### config.mk
export PLATFORM = sky130hd
export DESIGN_NAME = afb_port
export DESIGN_NICKNAME = d
export VERILOG_FILES = /design/src/rtl/afb_pkg.sv /design/src/rtl/afb_fifo_if.sv /design/src/rtl/afb_fifo.sv /design/src/rtl/afb_port.sv
export SDC_FILE = /design/constraint.sdc
export NUM_CORES = 1
export LEC_CHECK = 0
export BUFFER_PORTS_ARGS = -buffer_cell sky130_fd_sc_hd__buf_2
export CORE_MARGIN = 3
export CORE_UTILIZATION = 48
export CTS_CLUSTER_DIAMETER = 200
export CTS_CLUSTER_SIZE = 8
export DETAILED_ROUTE_END_ITERATION = 12
export PLACE_DENSITY = 0.68
export SLEW_MARGIN = 5
export SYNTH_ARGS = -nofsm -noshare
export SYNTH_HDL_FRONTEND = slang
export SYNTH_SLANG_ARGS = --single-unit
### constraint.sdc
create_clock -name clk_i -period 2.9 [get_ports clk_i]
set_input_delay 0.29 -clock clk_i [delete_from_list [all_inputs] [get_ports clk_i]]
set_output_delay 0.29 -clock clk_i [all_outputs]
set_load 0.02 [all_outputs]
### src/rtl/afb_pkg.sv
// Package for the parallel host port: modes, widths, pin polarities and FIFO sizing.
// Assumes a single 100 MHz clock domain and a synchronous active-high reset.
package afb_pkg;
	// Data path width and FIFO depth
	localparam int unsigned DATA_W     = 8;
	localparam int unsigned FIFO_DEPTH = 16;
	// Clock period in ns, for derived counts
	localparam int unsigned CLK_PERIOD_NS = 10;
	// Width of the bit-bang write-indication low pulse, in ns and cycles
	localparam int unsigned WR_IND_NS     = 20;
	localparam int unsigned WR_IND_CYC    = (WR_IND_NS + CLK_PERIOD_NS - 1) / CLK_PERIOD_NS;
	localparam logic [3:0]  WR_IND_CYC_W  = 4'(WR_IND_CYC);
	// Idle (inactive) level of active-low pins
	localparam logic        PIN_IDLE      = 1'b1;
	// Output enable level while driving (low = driving)
	localparam logic        OE_DRIVE      = 1'b0;
	localparam logic        OE_RELEASE    = 1'b1;
	// Interface modes, chosen from configuration memory or host command
	typedef enum logic [1:0] {
		AFB_MODE_IDLE,
		AFB_MODE_ASYNC_FIFO,
		AFB_MODE_BITBANG
	} afb_mode_t;
endpackage

### src/rtl/afb_fifo_if.sv
// Carrier for one valid/ready byte stream between the port and its FIFO.
// Assumes both sides sit on the same clock.
`timescale 1ns/1ps
interface afb_fifo_if;
	// Fill side
	logic [afb_pkg::DATA_W-1:0] in_data;
	logic                       in_valid;
	logic                       in_ready;
	// Drain side
	logic [afb_pkg::DATA_W-1:0] out_data;
	logic                       out_valid;
	logic                       out_ready;
	// Producer view of the FIFO
	modport fill  (output in_data, output in_valid, input in_ready);
	// Consumer view of the FIFO
	modport drain (input out_data, input out_valid, output out_ready);
	// The FIFO itself
	modport store (input in_data, input in_valid, output in_ready,
	               output out_data, output out_valid, input out_ready);
endinterface

### src/rtl/afb_fifo.sv
// Synchronous byte FIFO with valid/ready on both sides, flip-flop storage.
// Assumes one clock; full refuses fills, empty withholds valid.
`timescale 1ns/1ps
module afb_fifo #(
	parameter int unsigned WIDTH = afb_pkg::DATA_W,
	parameter int unsigned DEPTH = afb_pkg::FIFO_DEPTH
) (
	// Clock and reset
	input  wire logic clk_i,
	input  wire logic rst_i,
	// Stream ports
	afb_fifo_if.store q
);
	localparam int unsigned AW = $clog2(DEPTH);

	typedef struct packed {
		logic [DEPTH-1:0][WIDTH-1:0] mem;   // Storage entries
		logic [AW-1:0]               wr;    // Write index
		logic [AW-1:0]               rd;    // Read index
		logic [AW:0]                 count; // Words held
	} afb_fifo_st_t;

	afb_fifo_st_t st;
	afb_fifo_st_t next_st;
	logic         push;
	logic         pop;

	// Honest flags straight from the word count
	assign q.in_ready  = (st.count != (AW+1)'(DEPTH));
	assign q.out_valid = (st.count != '0);
	assign q.out_data  = st.mem[st.rd];
	assign push        = q.in_valid && q.in_ready;
	assign pop         = q.out_valid && q.out_ready;

	// Next-state: pointers wrap at the depth
	always_comb begin
		next_st = st;
		if (push) begin
			next_st.mem[st.wr] = q.in_data;
			next_st.wr         = (st.wr == AW'(DEPTH-1)) ? '0 : st.wr + 1'b1;
		end
		if (pop) begin
			next_st.rd = (st.rd == AW'(DEPTH-1)) ? '0 : st.rd + 1'b1;
		end
		next_st.count = st.count + (AW+1)'(push) - (AW+1)'(pop);
	end

	// State register; reset clears the whole record, contents included
	always_ff @(posedge clk_i) begin
		if (rst_i) begin
			st       <= '0;
		end else begin
			st       <= next_st;
		end
	end
endmodule

### src/rtl/afb_port.sv
// Parallel host port: asynchronous FIFO mode and bit-bang mode on one 8-bit bus.
// Assumes the USB engine sits on the user side with valid/ready streams, same clock.
// Strobe pin inputs arrive asynchronous and are resynchronised here; the data bus is sampled directly.
// Every strobe is acted on two cycles late, so each strobe level must stand
// for at least two clock cycles; shorter pulses may be missed.
// In FIFO mode the transmit side takes one byte more than the FIFO depth,
// since the stream output register holds a byte of its own.
`timescale 1ns/1ps
module afb_port (
	// Clock and reset
	input  wire logic                         clk_i,
	input  wire logic                         rst_i,
	// Configuration
	input  wire logic                         cfg_async_fifo_i,
	input  wire logic                         cfg_remote_wake_i,
	input  wire logic                         mode_select_command_i,
	input  wire logic                         mode_select_valid_i,
	input  wire logic                         bus_suspended_flag_i,
	// Parallel pins
	input  wire logic [afb_pkg::DATA_W-1:0]   parallel_data_bus_i,
	output logic      [afb_pkg::DATA_W-1:0]   parallel_data_bus_o,
	output logic      [afb_pkg::DATA_W-1:0]   parallel_data_bus_oe_n_o,
	input  wire logic                         rd_n_i,
	input  wire logic                         wr_n_i,
	input  wire logic                         flush_wake_n_i,
	output logic                              rx_avail_n_o,
	output logic                              rx_avail_oe_n_o,
	output logic                              tx_room_n_o,
	output logic                              tx_room_oe_n_o,
	output logic                              out_update_pulse_n_o,
	output logic                              in_sample_pulse_o,
	// Receive stream from USB side (host to pins)
	input  wire logic [afb_pkg::DATA_W-1:0]   rx_data_i,
	input  wire logic                         rx_valid_i,
	output logic                              rx_ready_o,
	// Transmit stream to USB side (pins to host)
	output logic      [afb_pkg::DATA_W-1:0]   tx_data_o,
	output logic                              tx_valid_o,
	input  wire logic                         tx_ready_i,
	// Bit-bang host requests
	input  wire logic [afb_pkg::DATA_W-1:0]   bb_out_data_i,
	input  wire logic [afb_pkg::DATA_W-1:0]   bb_dir_out_i,
	input  wire logic                         bb_write_i,
	input  wire logic                         bb_read_i,
	output logic      [afb_pkg::DATA_W-1:0]   bb_in_data_o,
	output logic                              bb_in_valid_o,
	// USB engine requests
	output logic                              resume_req_o,
	output logic                              flush_req_o
);
	localparam int unsigned W = afb_pkg::DATA_W;

	// Two FIFOs: receive (USB to pins) and transmit (pins to USB)
	afb_fifo_if rxq ();
	afb_fifo_if txq ();

	// All module state in one record
	typedef struct packed {
		afb_pkg::afb_mode_t mode;      // Active interface mode
		logic [2:0]         rd_s;      // Read strobe sync and history
		logic [2:0]         wr_s;      // Write strobe sync and history
		logic [2:0]         fw_s;      // Flush/wake sync and history
		logic [W-1:0]       dout;      // Byte driven on the bus
		logic [W-1:0]       oe_n;      // Per-line output enable, low drives
		logic               rxf_n;     // Receive-available flag
		logic               rxf_oe_n;  // Flag pin enable
		logic               txe_n;     // Transmit-room flag
		logic               txe_oe_n;  // Flag pin enable
		logic               pop;       // Advance receive FIFO
		logic               push;      // Capture into transmit FIFO
		logic [W-1:0]       cap;       // Captured bus byte
		logic [3:0]         wr_cnt;    // Write indication width count
		logic               wr_ind_n;  // Write indication output
		logic               rd_ind;    // Read indication output
		logic [W-1:0]       bb_in;     // Sampled bit-bang value
		logic               bb_in_v;   // Sample valid pulse
		logic               resume;    // Resume request pulse
		logic               flush;     // Flush request pulse
		logic               rx_rdy;    // Receive stream ready
		logic [W-1:0]       tx_d;      // Transmit stream data
		logic               tx_v;      // Transmit stream valid
	} afb_port_st_t;

	afb_port_st_t st;
	afb_port_st_t next_st;
	logic         rd_fall;
	logic         rd_rise;
	logic         wr_fall;
	logic         fw_fall;

	// Edges seen only on the second and third stages, never the first
	assign rd_fall = st.rd_s[2] && !st.rd_s[1];
	assign rd_rise = !st.rd_s[2] && st.rd_s[1];
	assign wr_fall = st.wr_s[2] && !st.wr_s[1];
	assign fw_fall = st.fw_s[2] && !st.fw_s[1];

	// Receive FIFO: filled from USB side, drained by read strobes
	assign rxq.in_data   = rx_data_i;
	assign rxq.in_valid  = rx_valid_i && st.rx_rdy;
	assign rxq.out_ready = st.pop;
	// Transmit FIFO: filled by write strobes, drained to USB side
	assign txq.in_data   = st.cap;
	assign txq.in_valid  = st.push;
	assign txq.out_ready = !st.tx_v || tx_ready_i;

	afb_fifo #(.WIDTH(W), .DEPTH(afb_pkg::FIFO_DEPTH)) u_rx_fifo (
		.clk_i (clk_i),
		.rst_i (rst_i),
		.q     (rxq.store)
	);

	afb_fifo #(.WIDTH(W), .DEPTH(afb_pkg::FIFO_DEPTH)) u_tx_fifo (
		.clk_i (clk_i),
		.rst_i (rst_i),
		.q     (txq.store)
	);

	// Next-state logic for both modes
	always_comb begin
		next_st         = st;
		next_st.rd_s    = {st.rd_s[1:0], rd_n_i};
		next_st.wr_s    = {st.wr_s[1:0], wr_n_i};
		next_st.fw_s    = {st.fw_s[1:0], flush_wake_n_i};
		// One-cycle pulses default low
		next_st.pop     = 1'b0;
		next_st.push    = 1'b0;
		next_st.bb_in_v = 1'b0;
		next_st.resume  = 1'b0;
		next_st.flush   = 1'b0;
		next_st.rd_ind  = 1'b0;
		// Flags are driven in FIFO and bit-bang modes; idle mode releases them
		next_st.rxf_oe_n = afb_pkg::OE_DRIVE;
		next_st.txe_oe_n = afb_pkg::OE_DRIVE;
		// Ready is registered, so it is granted only after a cycle with no fill in flight;
		// the room it was drawn from is then still current at the next edge.
		// This halves the fill rate but never promises room that a push just took.
		next_st.rx_rdy   = rxq.in_ready && !rxq.in_valid;

		// Mode selection: configuration memory, then host command
		// configuration picks FIFO mode
		if (mode_select_valid_i) begin
			if (mode_select_command_i) begin
				next_st.mode = afb_pkg::AFB_MODE_BITBANG;
			end else if (cfg_async_fifo_i) begin
				next_st.mode = afb_pkg::AFB_MODE_ASYNC_FIFO;
			end else begin
				next_st.mode = afb_pkg::AFB_MODE_IDLE;
			end
		end

		// Transmit stream output register, refilled when taken
		// It holds one byte beyond the FIFO, which the room flag does not count
		if (txq.out_ready) begin
			next_st.tx_v = txq.out_valid;
			next_st.tx_d = txq.out_data;
		end

		case (st.mode)
			afb_pkg::AFB_MODE_ASYNC_FIFO: begin
				// all transfers keyed to strobe edges
				next_st.wr_cnt   = '0;
				next_st.wr_ind_n = afb_pkg::PIN_IDLE;
				// drive bus only while read low
				// present current byte on read fall
				// A read taken while the flag was high never drives, so it never pops
				if (rd_fall && !st.rxf_n) begin
					next_st.dout = rxq.out_data;
					next_st.oe_n = {W{afb_pkg::OE_DRIVE}};
				end
				// Release follows the synchronised strobe, two cycles after the pin
				if (st.rd_s[1]) begin
					next_st.oe_n = {W{afb_pkg::OE_RELEASE}};
				end
				// flag forced high after each read
				// Only a read that drove the bus consumes a byte
				if (rd_rise && st.oe_n == {W{afb_pkg::OE_DRIVE}}) begin
					next_st.pop   = 1'b1;
					next_st.rxf_n = afb_pkg::PIN_IDLE;
				end else if (!st.pop && st.rd_s[1] && !rd_rise) begin
					// low only with a byte waiting
					next_st.rxf_n = !rxq.out_valid;
				end
				// capture bus byte on write fall
				if (wr_fall && !st.txe_n) begin
					next_st.cap  = parallel_data_bus_i;
					next_st.push = 1'b1;
				end
				next_st.txe_n = !(txq.in_ready && !st.push && !next_st.push);
			end
			afb_pkg::AFB_MODE_BITBANG: begin
				next_st.rxf_n = afb_pkg::PIN_IDLE;
				next_st.txe_n = afb_pkg::PIN_IDLE;
				// per-bit direction from the host
				// Direction bit high means output, so its enable goes low;
				// input lines stay released and never fight the outside party
				next_st.oe_n  = ~bb_dir_out_i;
				// low pulse after each host update
				if (bb_write_i) begin
					next_st.dout     = bb_out_data_i;
					next_st.wr_cnt   = afb_pkg::WR_IND_CYC_W;
					next_st.wr_ind_n = 1'b0;
				end else if (st.wr_cnt > 4'h1) begin
					next_st.wr_cnt   = st.wr_cnt - 4'h1;
				end else begin
					next_st.wr_cnt   = '0;
					next_st.wr_ind_n = afb_pkg::PIN_IDLE;
				end
				if (bb_read_i) begin
					next_st.bb_in   = parallel_data_bus_i;
					next_st.bb_in_v = 1'b1;
					next_st.rd_ind  = 1'b1;
				end
			end
			default: begin
				// Idle: bus and flag pins released, flags left to their pull-ups
				next_st.oe_n     = {W{afb_pkg::OE_RELEASE}};
				next_st.rxf_oe_n = afb_pkg::OE_RELEASE;
				next_st.txe_oe_n = afb_pkg::OE_RELEASE;
				next_st.rxf_n    = afb_pkg::PIN_IDLE;
				next_st.txe_n    = afb_pkg::PIN_IDLE;
				next_st.wr_ind_n = afb_pkg::PIN_IDLE;
				next_st.wr_cnt   = '0;
			end
		endcase

		// Shared flush/wake input, any active mode
		// Idle mode ignores it, so a floating pin cannot wake the host
		if (fw_fall && st.mode != afb_pkg::AFB_MODE_IDLE) begin
			if (bus_suspended_flag_i) begin
				next_st.resume = cfg_remote_wake_i;
			end else begin
				next_st.flush  = 1'b1;
			end
		end
	end

	// State register
	// Synchronous reset; flag pins stay released while it is held
	always_ff @(posedge clk_i) begin
		if (rst_i) begin
			st          <= '0;
			st.mode     <= afb_pkg::AFB_MODE_IDLE;
			st.rd_s     <= '1;
			st.wr_s     <= '1;
			st.fw_s     <= '1;
			st.oe_n     <= {W{afb_pkg::OE_RELEASE}};
			st.rxf_n    <= afb_pkg::PIN_IDLE;
			st.rxf_oe_n <= afb_pkg::OE_RELEASE;
			st.txe_n    <= afb_pkg::PIN_IDLE;
			st.txe_oe_n <= afb_pkg::OE_RELEASE;
			st.wr_ind_n <= afb_pkg::PIN_IDLE;
			st.tx_v     <= 1'b0;
		end else begin
			st          <= next_st;
		end
	end

	// Outputs straight from state flip-flops
	assign parallel_data_bus_o      = st.dout;
	// bit-bang enables per host direction when output
	assign parallel_data_bus_oe_n_o = st.oe_n;
	assign rx_avail_n_o             = st.rxf_n;
	assign rx_avail_oe_n_o          = st.rxf_oe_n;
	assign tx_room_n_o              = st.txe_n;
	assign tx_room_oe_n_o           = st.txe_oe_n;
	assign out_update_pulse_n_o     = st.wr_ind_n;
	assign in_sample_pulse_o        = st.rd_ind;
	assign rx_ready_o               = st.rx_rdy;
	assign tx_data_o                = st.tx_d;
	assign tx_valid_o               = st.tx_v;
	assign bb_in_data_o             = st.bb_in;
	assign bb_in_valid_o            = st.bb_in_v;
	assign resume_req_o             = st.resume;
	assign flush_req_o              = st.flush;
endmodule

==> reports/metrics.csv, run 1 <==
metric,value,unit
post-synthesis register bit count,348,
pin count of the biggest net entering global routing,155,
RSZ-0062 raised after global routing,true,
Comb pwr share,12.5,%
crit-path max FO,2,
DP Worst Slack,0.0680,ns
syn_nets,1621,
router iterations before antenna repair,5,
Yosys cell types,58,
Post-synth ARST share,0,%
dpl hpwl,23700,um
Die Span X,186,um
CTS Buf Count,49,
reg2reg setup slack,0.13,ns
synth warn,0,
"Hold Vio Cnt, Final",0,
Least-Margin Pin Slew,0.763,ns
RR Startpoint,u_rx_fifo.st[2]$_SDFF_PP0_,
Remaining DRCs,0,
Clock Power Share,44.0,%
remaining global-route overflow,0,
CTS max path bufs,3,
hold path depth,2,
CP Data Required Time,3.34,ns
share of cells above drive strength 1,15.7,%
GR Util met2,36.8,%
Mapped Cells,1546,
Power Dens Cells,664,mW/mm2
syn avg cell area,10.1,um2
Final Max Tran Viols,0,
Worst Hold End,st[25]$_SDFF_PP0_,
"Top FF cell, synth",dfxtp_1,
VDD IR max,0.000526,V
"CTS clk-pin slew, worst paths",0.05,ns
height of the die,186,um
crit end category,flop,
Die Footprint,0.0346,mm2
Initial Util,49.0,%
number of global-route vias before repair,11000,
Crit Path Class,flop to flop,
final WL,36400,um
# diodes,0,
Critical Path AT,3.22,ns
Most Crowded Layer GR,met2,
Root Buffer,clkbuf_16,
Initial DRC Count,626,
relative slew slack,48.9,%
min Tclk post-route,2.77,ns
Crit-path slowest cell,or4b_4,
switching share of power,25.0,%
result of the run,"complete, no violations",
CTS tree,built,
deepest level of the CTS H-tree,2,
core area,0.0317,mm2
CP dominant cell by count,inv_1,
Hold Path Origin,bb_write_i,
Crit path largest cell delay,0.46,ns
worst setup path start,u_rx_fifo.st[2]$_SDFF_PP0_,
"critical path, cell by cell",inv_1 -> ha_2 -> or4b_4 -> nand2_2 -> inv_1 -> ha_1 -> inv_1 -> ha_1 -> fa_2 -> a21oi_2 -> nor2_1 -> or3_1 -> a21oi_1,
Worst-Skew Late Latency,0.55,ns
Final ANT Viol Nets,0,
Final Core Density,55.1,%
met1 GRT Util,27.2,%
Psw,2900,uW
fmax,0.360,GHz
final period utilization,95.7,%
post-DR wirelength/cell,18.4,um
cell taking the most area after synthesis,dfxtp_1,
HP Class,input port to flop,
RePlAce Congestion,0.805,
"top cells by count, synth","348 x dfxtp_1, 331 x mux2i_1, 281 x nor2_1, 77 x clkbuf_1, 72 x nand2_1",
# IOs,89,
part of the Yosys area used for sequential elements,44.8,%
nets,1651,
worst setup margin,0.126,ns
setup violators final,0,
antenna violations before repair,0,
synthesized area,0.0156,mm2
skew final,0.0378,ns
RR Endpoint,u_rx_fifo.st[4]$_SDFF_PP0_,
Total GRT Usage,21.1,%
Layout area overhead,12.4,%
top-count cell post-synth,dfxtp_1,
via count,11100,
Sum Neg Setup Slack,0,ns
Post-synth EDFFs,0,
crit start category,flop,
Worst Reg-to-Reg Cells,13,
Vias per Instance,5.59,
top cell type's share of synthesized area,44.8,%
global-route wire length before repair,58700,um
Int Power,8710,uW
"top cells by area, synth","dfxtp_1 45%, mux2i_1 21%, nor2_1 6.8%, mux4_2 4.6%, nand4_2 2.4%",
max-cap violation count,0,
# clock sinks,348,
Seq pwr share,43.6,%
port buffer count,88,
Pleak,0.00834,uW
met3 Resource Use GR,3.11,%
num rows,65,
-- cell type report --
| type | instances | area, um2 |
|---|---|---|
| inverter | 28 | 105 |
| sequential | 348 | 6970 |
| timing repair buffer | 124 | 801 |
| fill | 2802 | 14200 |
| multi-input combinational | 1025 | 7770 |
| tap | 402 | 503 |
| clock buffer | 52 | 1280 |
| clock inverter | 2 | 60.1 |
-- cell families after synthesis --
family                   count (synthesis)  share of synthesized area [%]
multiplexers                           370                           26.4
AO/OA/AOI/OAI                          135                           5.17
adder cells (fa/ha/maj)                 29                           2.43
flip-flops                             348                           44.8
XOR/XNOR                                16                          0.901
AND/OR/NAND/NOR                        475                           14.9
buffers and inverters                  173                           5.41
-- state kept, by name, indices dropped and copies added (netlist names), 6 cells and up --
signal	cells
bb_in_data_o	8
tx_data_o	8
parallel_data_bus_oe_n_o	8
txq.in_data	8
u_rx_fifo.st	141
parallel_data_bus_o	8
u_tx_fifo.st	141
next_st	6
st	9
-- stage by stage --
step / std cells / hold WS (ns) / power (uW) / instance area [um2]
2_1_floorplan: 1546 / 0.362 / 6160 / 15600
3_3_place_gp: 1915 / 0.396 / 6530 / 16000
3_5_place_dp: 1915 / 0.394 / 6570 / 16000
4_1_cts: 1981 / 0.000929 / 11700 / 17500
5_1_grt: 1981 / 0.00419 / 12100 / 17500
6_report: 1981 / 0.0127 / 11600 / 17500
-- metal layers --
layer / vias up / part of all wire [%]
met5: - / 0
met4: 0 / 2.5
met3: 62 / 4.4
met2: 250 / 49
met1: 5384 / 44
li1: 5378 / -
-- critical path, delay by kind of cell (launching register included) --
kind | cells | cell delay, ns
flip-flops | 1 | 0.31
AND/OR/NAND/NOR | 4 | 0.94
adder cells (fa/ha/maj) | 4 | 1.00
AO/OA/AOI/OAI | 2 | 0.28
buffers and inverters | 3 | 0.16
-- worst max path at each step --
stage,slack (ns),cells past startpoint,to
3_3_place_gp,0.13,13,u_rx_fifo.st[4]$_SDFF_PP0_
4_1_cts,0.05,13,u_rx_fifo.st[4]$_SDFF_PP0_
3_5_place_dp,0.07,13,u_rx_fifo.st[4]$_SDFF_PP0_
6_report,0.13,13,u_rx_fifo.st[4]$_SDFF_PP0_
5_1_grt,-0.01,13,u_rx_fifo.st[4]$_SDFF_PP0_
2_1_floorplan,0.09,13,u_rx_fifo.st[4]$_SDFF_PP0_
-- power groups by stage --
stage / registers [uW] / logic, uW / clock network, uW
finish: 5060 / 1450 / 5100
global route: 5080 / 1590 / 5440
CTS: 5060 / 1440 / 5230
detailed placement: 5150 / 1420 / 0
global placement: 5140 / 1390 / 0
floorplan: 5070 / 1090 / 0
-- layout by cell type, fill, tap and decap left out, drive strengths merged, types with 9 or more instances in the layout --
cell and instances:
dfxtp 348, mux2i 331, nor2 281, buf 112, nand2 72, clkbuf 52
a21oi 47, mux4 32, nand4 32, o21ai 29, inv 28, ha 27
nand3 20, a22oi 16, a31oi 15, nor2b 14, dlygate4sd3 12, nor3 11
or2 10, xnor2 9, o211ai 9
-- timing repair --
item,4_1_cts,5_1_grt
setup endpoints to repair,0,2
resized for setup,0,6
setup buffers,0,0
hold buffers,12,0
endpoints found under the hold margin,14,0
(Power assumes the default switching activity.)
==> inputs of run 2 (changes only) <==
- ABC_AREA: not set -> 1
==> reports/metrics.csv, run 2 <==
metric,value,unit
pin count of the biggest net entering global routing,68,
Regs by FF count,"u_rx_fifo.st: 141 flops, u_tx_fifo.st: 141 flops, st: 9 flops",
GR Util met2,34.5,%
router iterations before antenna repair,5,
"top cells by area, synth","dfxtp_1 43%, a21oi_1 8.6%, o21ai_0 8.5%, nand2_1 8.0%, nand3_1 7.4%",
Tot Pwr,12200,uW
relative slew slack,42.0,%
syn avg cell area,7.31,um2
via count,14200,
RSZ-0062 raised after global routing,false,
register area,0.00697,mm2
Yosys cell types,39,
"CTS clk-pin slew, worst paths",0.05,ns
Seq pwr share,41.5,%
Vias per Instance,5.31,
Initial DRC Count,1187,
VDD IR max,0.000442,V
Most Crowded Layer GR,met2,
# diodes,0,
remaining global-route overflow,0,
CTS Buf Count,49,
post-synthesis register bit count,348,
post-DR wirelength/cell,15.6,um
final WL,41800,um
Post-synth EDFFs,0,
Final ANT Viol Nets,0,
final std cells w/o fill,2674,
final period utilization,89.2,%
core area,0.0330,mm2
Total GRT Usage,23.0,%
number of global-route vias before repair,13300,
switching share of power,28.4,%
"commonest non-fill, non-tap cells in the layout","348 x nand2_1, 346 x dfxtp_1, 313 x inv_1",
Final Core Density,54.2,%
Root Buffer,clkbuf_16,
CP Data Required Time,3.31,ns
synthesized area,0.0163,mm2
synth warn,0,
cell taking the most area after synthesis,dfxtp_1,
syn_nets,2306,
antenna violations before repair,0,
Final Max Tran Viols,0,
Critical Path AT,3.00,ns
Mapped Cells,2231,
min Tclk post-route,2.59,ns
port buffer count,88,
post-CTS setup buffers,0,
RePlAce Congestion,0.817,
# clock sinks,348,
top cell type's share of synthesized area,42.7,%
DP Worst Slack,0.283,ns
Die Span X,190,um
crit end category,flop,
share of cells above drive strength 1,9.81,%
Post-synth ARST share,0,%
global-route wire length before repair,68900,um
"most common cell after layout, fill and taps aside",nand2_1,
met1 GRT Util,34.4,%
CTS tree,built,
# IOs,89,
part of the Yosys area used for sequential elements,42.7,%
dpl hpwl,26400,um
Sum Neg Setup Slack,0,ns
worst setup margin,0.314,ns
height of the die,190,um
"Hold Vio Cnt, Final",0,
# fillers,3147,
"Top FF cell, synth",dfxtp_1,
Pleak,0.00706,uW
Psw,3460,uW
deepest level of the CTS H-tree,2,
CTS max path bufs,3,
Comb pwr share,17.0,%
Int Power,8730,uW
Layout area overhead,9.85,%
result of the run,"complete, no violations",
nets,2305,
skew final,0.0239,ns
Crit Path Class,flop to flop,
HP Class,input port to flop,
multi-input logic area,0.00699,mm2
crit start category,flop,
met3 Resource Use GR,3.95,%
post-CTS sizing,0,
fmax,0.387,GHz
Cells after DPL,2612,
max-cap violation count,0,
Die Footprint,0.0362,mm2
Least-Margin Pin Slew,0.868,ns
setup violators final,0,
crit-path max FO,5,
Remaining DRCs,0,
Power Dens Cells,681,mW/mm2
Initial Util,49.4,%
Clock Power Share,41.5,%
num rows,66,
Worst-Skew Late Latency,0.55,ns
"top cells by count, synth","348 x dfxtp_1, 348 x nand2_1, 314 x inv_1, 279 x a21oi_1, 276 x o21ai_0",
-- run 2: changes by cell type in the layout (fill, tap and decap cells not counted), sizes merged, moves of 14 or more --
cell,before,now
o21ai,29,298
nand3,20,241
nand2,72,350
mux2i,331,0
mux4,32,0
nor2,281,100
a22oi,16,0
a21oi,47,279
inv,28,323
nor2b,14,0
-- run 2: layout make-up --
cell class | count | share of cell area (%)
timing repair buffer | 128 | 4.61
tap | 442 | 3.09
sequential | 348 | 38.9
clock inverter | 2 | 0.217
multi-input combinational | 1375 | 39.0
inverter | 328 | 7.01
clock buffer | 51 | 7.12
-- run 2: critical path: stages (launching register included) --
cell,delay [ns]
dfxtp_1,0.31
inv_1,0.08
ha_1,0.18
nand4_1,0.14
nand2_1,0.17
inv_1,0.11
ha_1,0.29
inv_1,0.04
ha_1,0.20
fa_1,0.40
a21oi_1,0.14
o21ai_0,0.13
o21ai_0,0.21
a21oi_1,0.07
-- run 2: path summary, 6_finish.rpt --
path	from	to	slack (ns)	depth (start not counted)
worst max-delay path	u_rx_fifo.st[3]$_SDFF_PP0_	u_rx_fifo.st[4]$_SDFF_PP0_	0.31	13
worst min-delay path	parallel_data_bus_i[5]	txq.in_data[5]$_SDFFE_PP0P_	0.02	3
worst max register to register	u_rx_fifo.st[3]$_SDFF_PP0_	u_rx_fifo.st[4]$_SDFF_PP0_	0.31	13
worst min register to register	next_st[58]$_SDFF_PP1_	next_st[59]$_SDFF_PP1_	0.41	1
-- run 2: power by group through the flow --
stage                     Combinational [uW]  Sequential (uW)  Clock (uW)
after detailed placement                2040             5150           0
after global routing                    2320             5070        5380
after CTS                               2060             5060        5160
final                                   2070             5060        5060
after floorplan                         1500             5140           0
after global placement                  2010             5140           0
-- run 2: logic make-up after synthesis --
group	count (synthesis)	share of synthesized area [%]
AOI/OAI and AO/OA	593	18.4
xor gates and xnor gates	10	0.537
and+or+nand+nor	743	21.6
buffers and inverters	508	14.4
DFF	348	42.7
adders and majority gates	29	2.32
-- run 2: layer usage --
| layer | vias to the layer above | wire, um |
|---|---|---|
| li1 | 7203 | - |
| met1 | 6512 | 20700 |
| met2 | 426 | 17600 |
| met3 | 52 | 2830 |
| met4 | 0 | 627 |
| met5 | - | 0 |
-- run 2: timing repair --
item                       CTS  global route
hold buffers                 9             0
hold endpoints to repair     9             0
setup endpoints to repair    0             0
-- run 2: through the flow --
stage / hold WS [ns] / area, um2
floorplan: 0.362 / 16300
global placement: 0.392 / 16500
detailed placement: 0.397 / 16500
CTS: 0.00115 / 17900
global route: 0.0176 / 17900
finish: 0.0186 / 17900
==> inputs of run 3 (changes only) <==
- BUFFER_PORTS_ARGS: -buffer_cell sky130_fd_sc_hd__buf_2 -> not set
- CORE_UTILIZATION: 48 -> 50
- DONT_BUFFER_PORTS: not set -> 1
==> reports/metrics.csv, run 3 (synthesis results as in run 2) <==
metric,value,unit
Worst-Skew Late Latency,0.54,ns
# clock sinks,348,
Cells after DPL,2508,
GR Util met2,33.8,%
Regs by FF count,"u_rx_fifo.st: 141 flops, u_tx_fifo.st: 141 flops, st: 9 flops",
Final Max Tran Viols,0,
Vias per Instance,5.34,
Initial Util,51.1,%
met1 GRT Util,34.6,%
Initial DRC Count,1406,
global-route wire length before repair,67100,um
final period utilization,91.0,%
dpl cell area,0.0160,mm2
setup violators final,0,
"critical path, cell by cell",buf_4 -> clkinv_1 -> nand3_1 -> nand3_1 -> nand3_1 -> nand2_1 -> a21oi_1 -> dlygate4sd3_1,
CP dominant cell by count,nand3_1,
number of global-route vias before repair,12700,
"commonest non-fill, non-tap cells in the layout","348 x nand2_1, 346 x dfxtp_1, 313 x inv_1",
VDD IR max,0.000464,V
Tot Pwr,12100,uW
crit end category,flop,
remaining global-route overflow,0,
Power Dens Cells,687,mW/mm2
pin count of the biggest net entering global routing,110,
height of the die,187,um
deepest level of the CTS H-tree,2,
"Hold Vio Cnt, Final",0,
final std cells w/o fill,2598,
"most common cell after layout, fill and taps aside",nand2_1,
DP Worst Slack,0.396,ns
Critical Path AT,3.13,ns
share of cells above drive strength 1,5.69,%
end of the critical path,parallel_data_bus_o[2]$_SDFFE_PP0P_,
Sum Neg Setup Slack,0,ns
Post-CTS Hold Fix Bufs,37,
relative slew slack,41.0,%
"CTS clk-pin slew, worst paths",0.05,ns
RR Endpoint,parallel_data_bus_o[2]$_SDFFE_PP0P_,
# IOs,89,
Total GRT Usage,23.0,%
Crit path largest cell delay,0.57,ns
Most Crowded Layer GR,met1,
RePlAce Congestion,0.797,
post-CTS setup buffers,0,
skew final,0.0179,ns
Least-Margin Pin Slew,0.884,ns
# diodes,0,
Root Buffer,clkbuf_16,
RSZ-0062 raised after global routing,false,
core area,0.0319,mm2
crit-path max FO,19,
HP Class,input port to flop,
finished layout cell area,0.0177,mm2
Crit-path slowest cell,clkinv_1,
post-CTS sizing,0,
antenna violations before repair,2,
worst setup margin,0.261,ns
Final ANT Viol Nets,0,
router iterations before antenna repair,6,
crit path buf inv count,3,
reg2reg setup slack,0.26,ns
Remaining DRCs,0,
CTS Buf Count,49,
min Tclk post-route,2.64,ns
dpl hpwl,25200,um
CP top delay family,buffers and inverters,
post-DR wirelength/cell,15.8,um
Die Footprint,0.0348,mm2
fmax,0.379,GHz
worst setup path start,u_rx_fifo.st[7]$_SDFFE_PP0P_,
CTS tree,built,
via count,13900,
num rows,65,
Die Span X,187,um
RR Startpoint,u_rx_fifo.st[7]$_SDFFE_PP0P_,
Worst Reg-to-Reg Cells,8,
port buffer count,0,
met3 Resource Use GR,4.68,%
nets,2236,
crit start category,flop,
final WL,41100,um
Pleak,0.00677,uW
max-cap violation count,0,
Crit Path Class,flop to flop,
result of the run,"complete, no violations",
CP Data Required Time,3.39,ns
CTS max path bufs,3,
Layout area overhead,8.39,%
stages on the worst setup path,8,
[run 3: cell count changes in the layout (fill, tap and decap cells not counted)]
cell           previous run  this run
buf_4                    26        18
dlygate4sd3_1             9        36
buf_2                    88         0
[run 3: through the flow]
stage          utilization (%)  hold WS (ns)
3_5_place_dp              50.1         0.366
3_3_place_gp              50.1         0.364
6_report                  55.4        0.0318
5_1_grt                   55.4        0.0439
2_1_floorplan                -         0.362
4_1_cts                   55.4       0.00596
[run 3: where the power goes]
group / leakage [uW] / internal [uW] / switching (uW)
combinational: 0.00331 / 603 / 1280
clock: 0.000647 / 3140 / 1920
sequential: 0.00281 / 4960 / 229
[run 3: how the worst min path moves through the flow]
stage                          from                                   to  slack, ns  cells past startpoint
2_1_floorplan  bus_suspended_flag_i               flush_req_o$_SDFF_PP0_       0.36                      1
3_3_place_gp                  rst_i  parallel_data_bus_o[0]$_SDFFE_PP0P_       0.36                      1
3_5_place_dp                  rst_i  parallel_data_bus_o[7]$_SDFFE_PP0P_       0.37                      1
4_1_cts            bb_out_data_i[4]  parallel_data_bus_o[4]$_SDFFE_PP0P_      0.006                      4
5_1_grt            bb_out_data_i[4]  parallel_data_bus_o[4]$_SDFFE_PP0P_       0.04                      4
6_report           bb_out_data_i[4]  parallel_data_bus_o[4]$_SDFFE_PP0P_       0.03                      4
[run 3: tightest hold or removal path, delay by kind of cell]
kind	cells	cell delay (ns)
AOI/OAI and AO/OA	1	0.05
and+or+nand+nor	3	0.19
[run 3: per-layer routing]
layer	vias up	part of all wire, %
met4	2	1.5
met2	502	42
met3	59	8.2
met5	-	0.032
li1	7059	-
met1	6264	49
[run 3: final cells by class]
| cell class | count | area [um2] |
|---|---|---|
| multi-input cells | 1375 | 6990 |
| clock inverters | 2 | 38.8 |
| flip-flops and latches | 348 | 6970 |
| repair buffers | 59 | 596 |
| clock buffers | 51 | 1280 |
| inverters | 328 | 1260 |
| fillers | 2968 | 14200 |
| well taps | 435 | 544 |
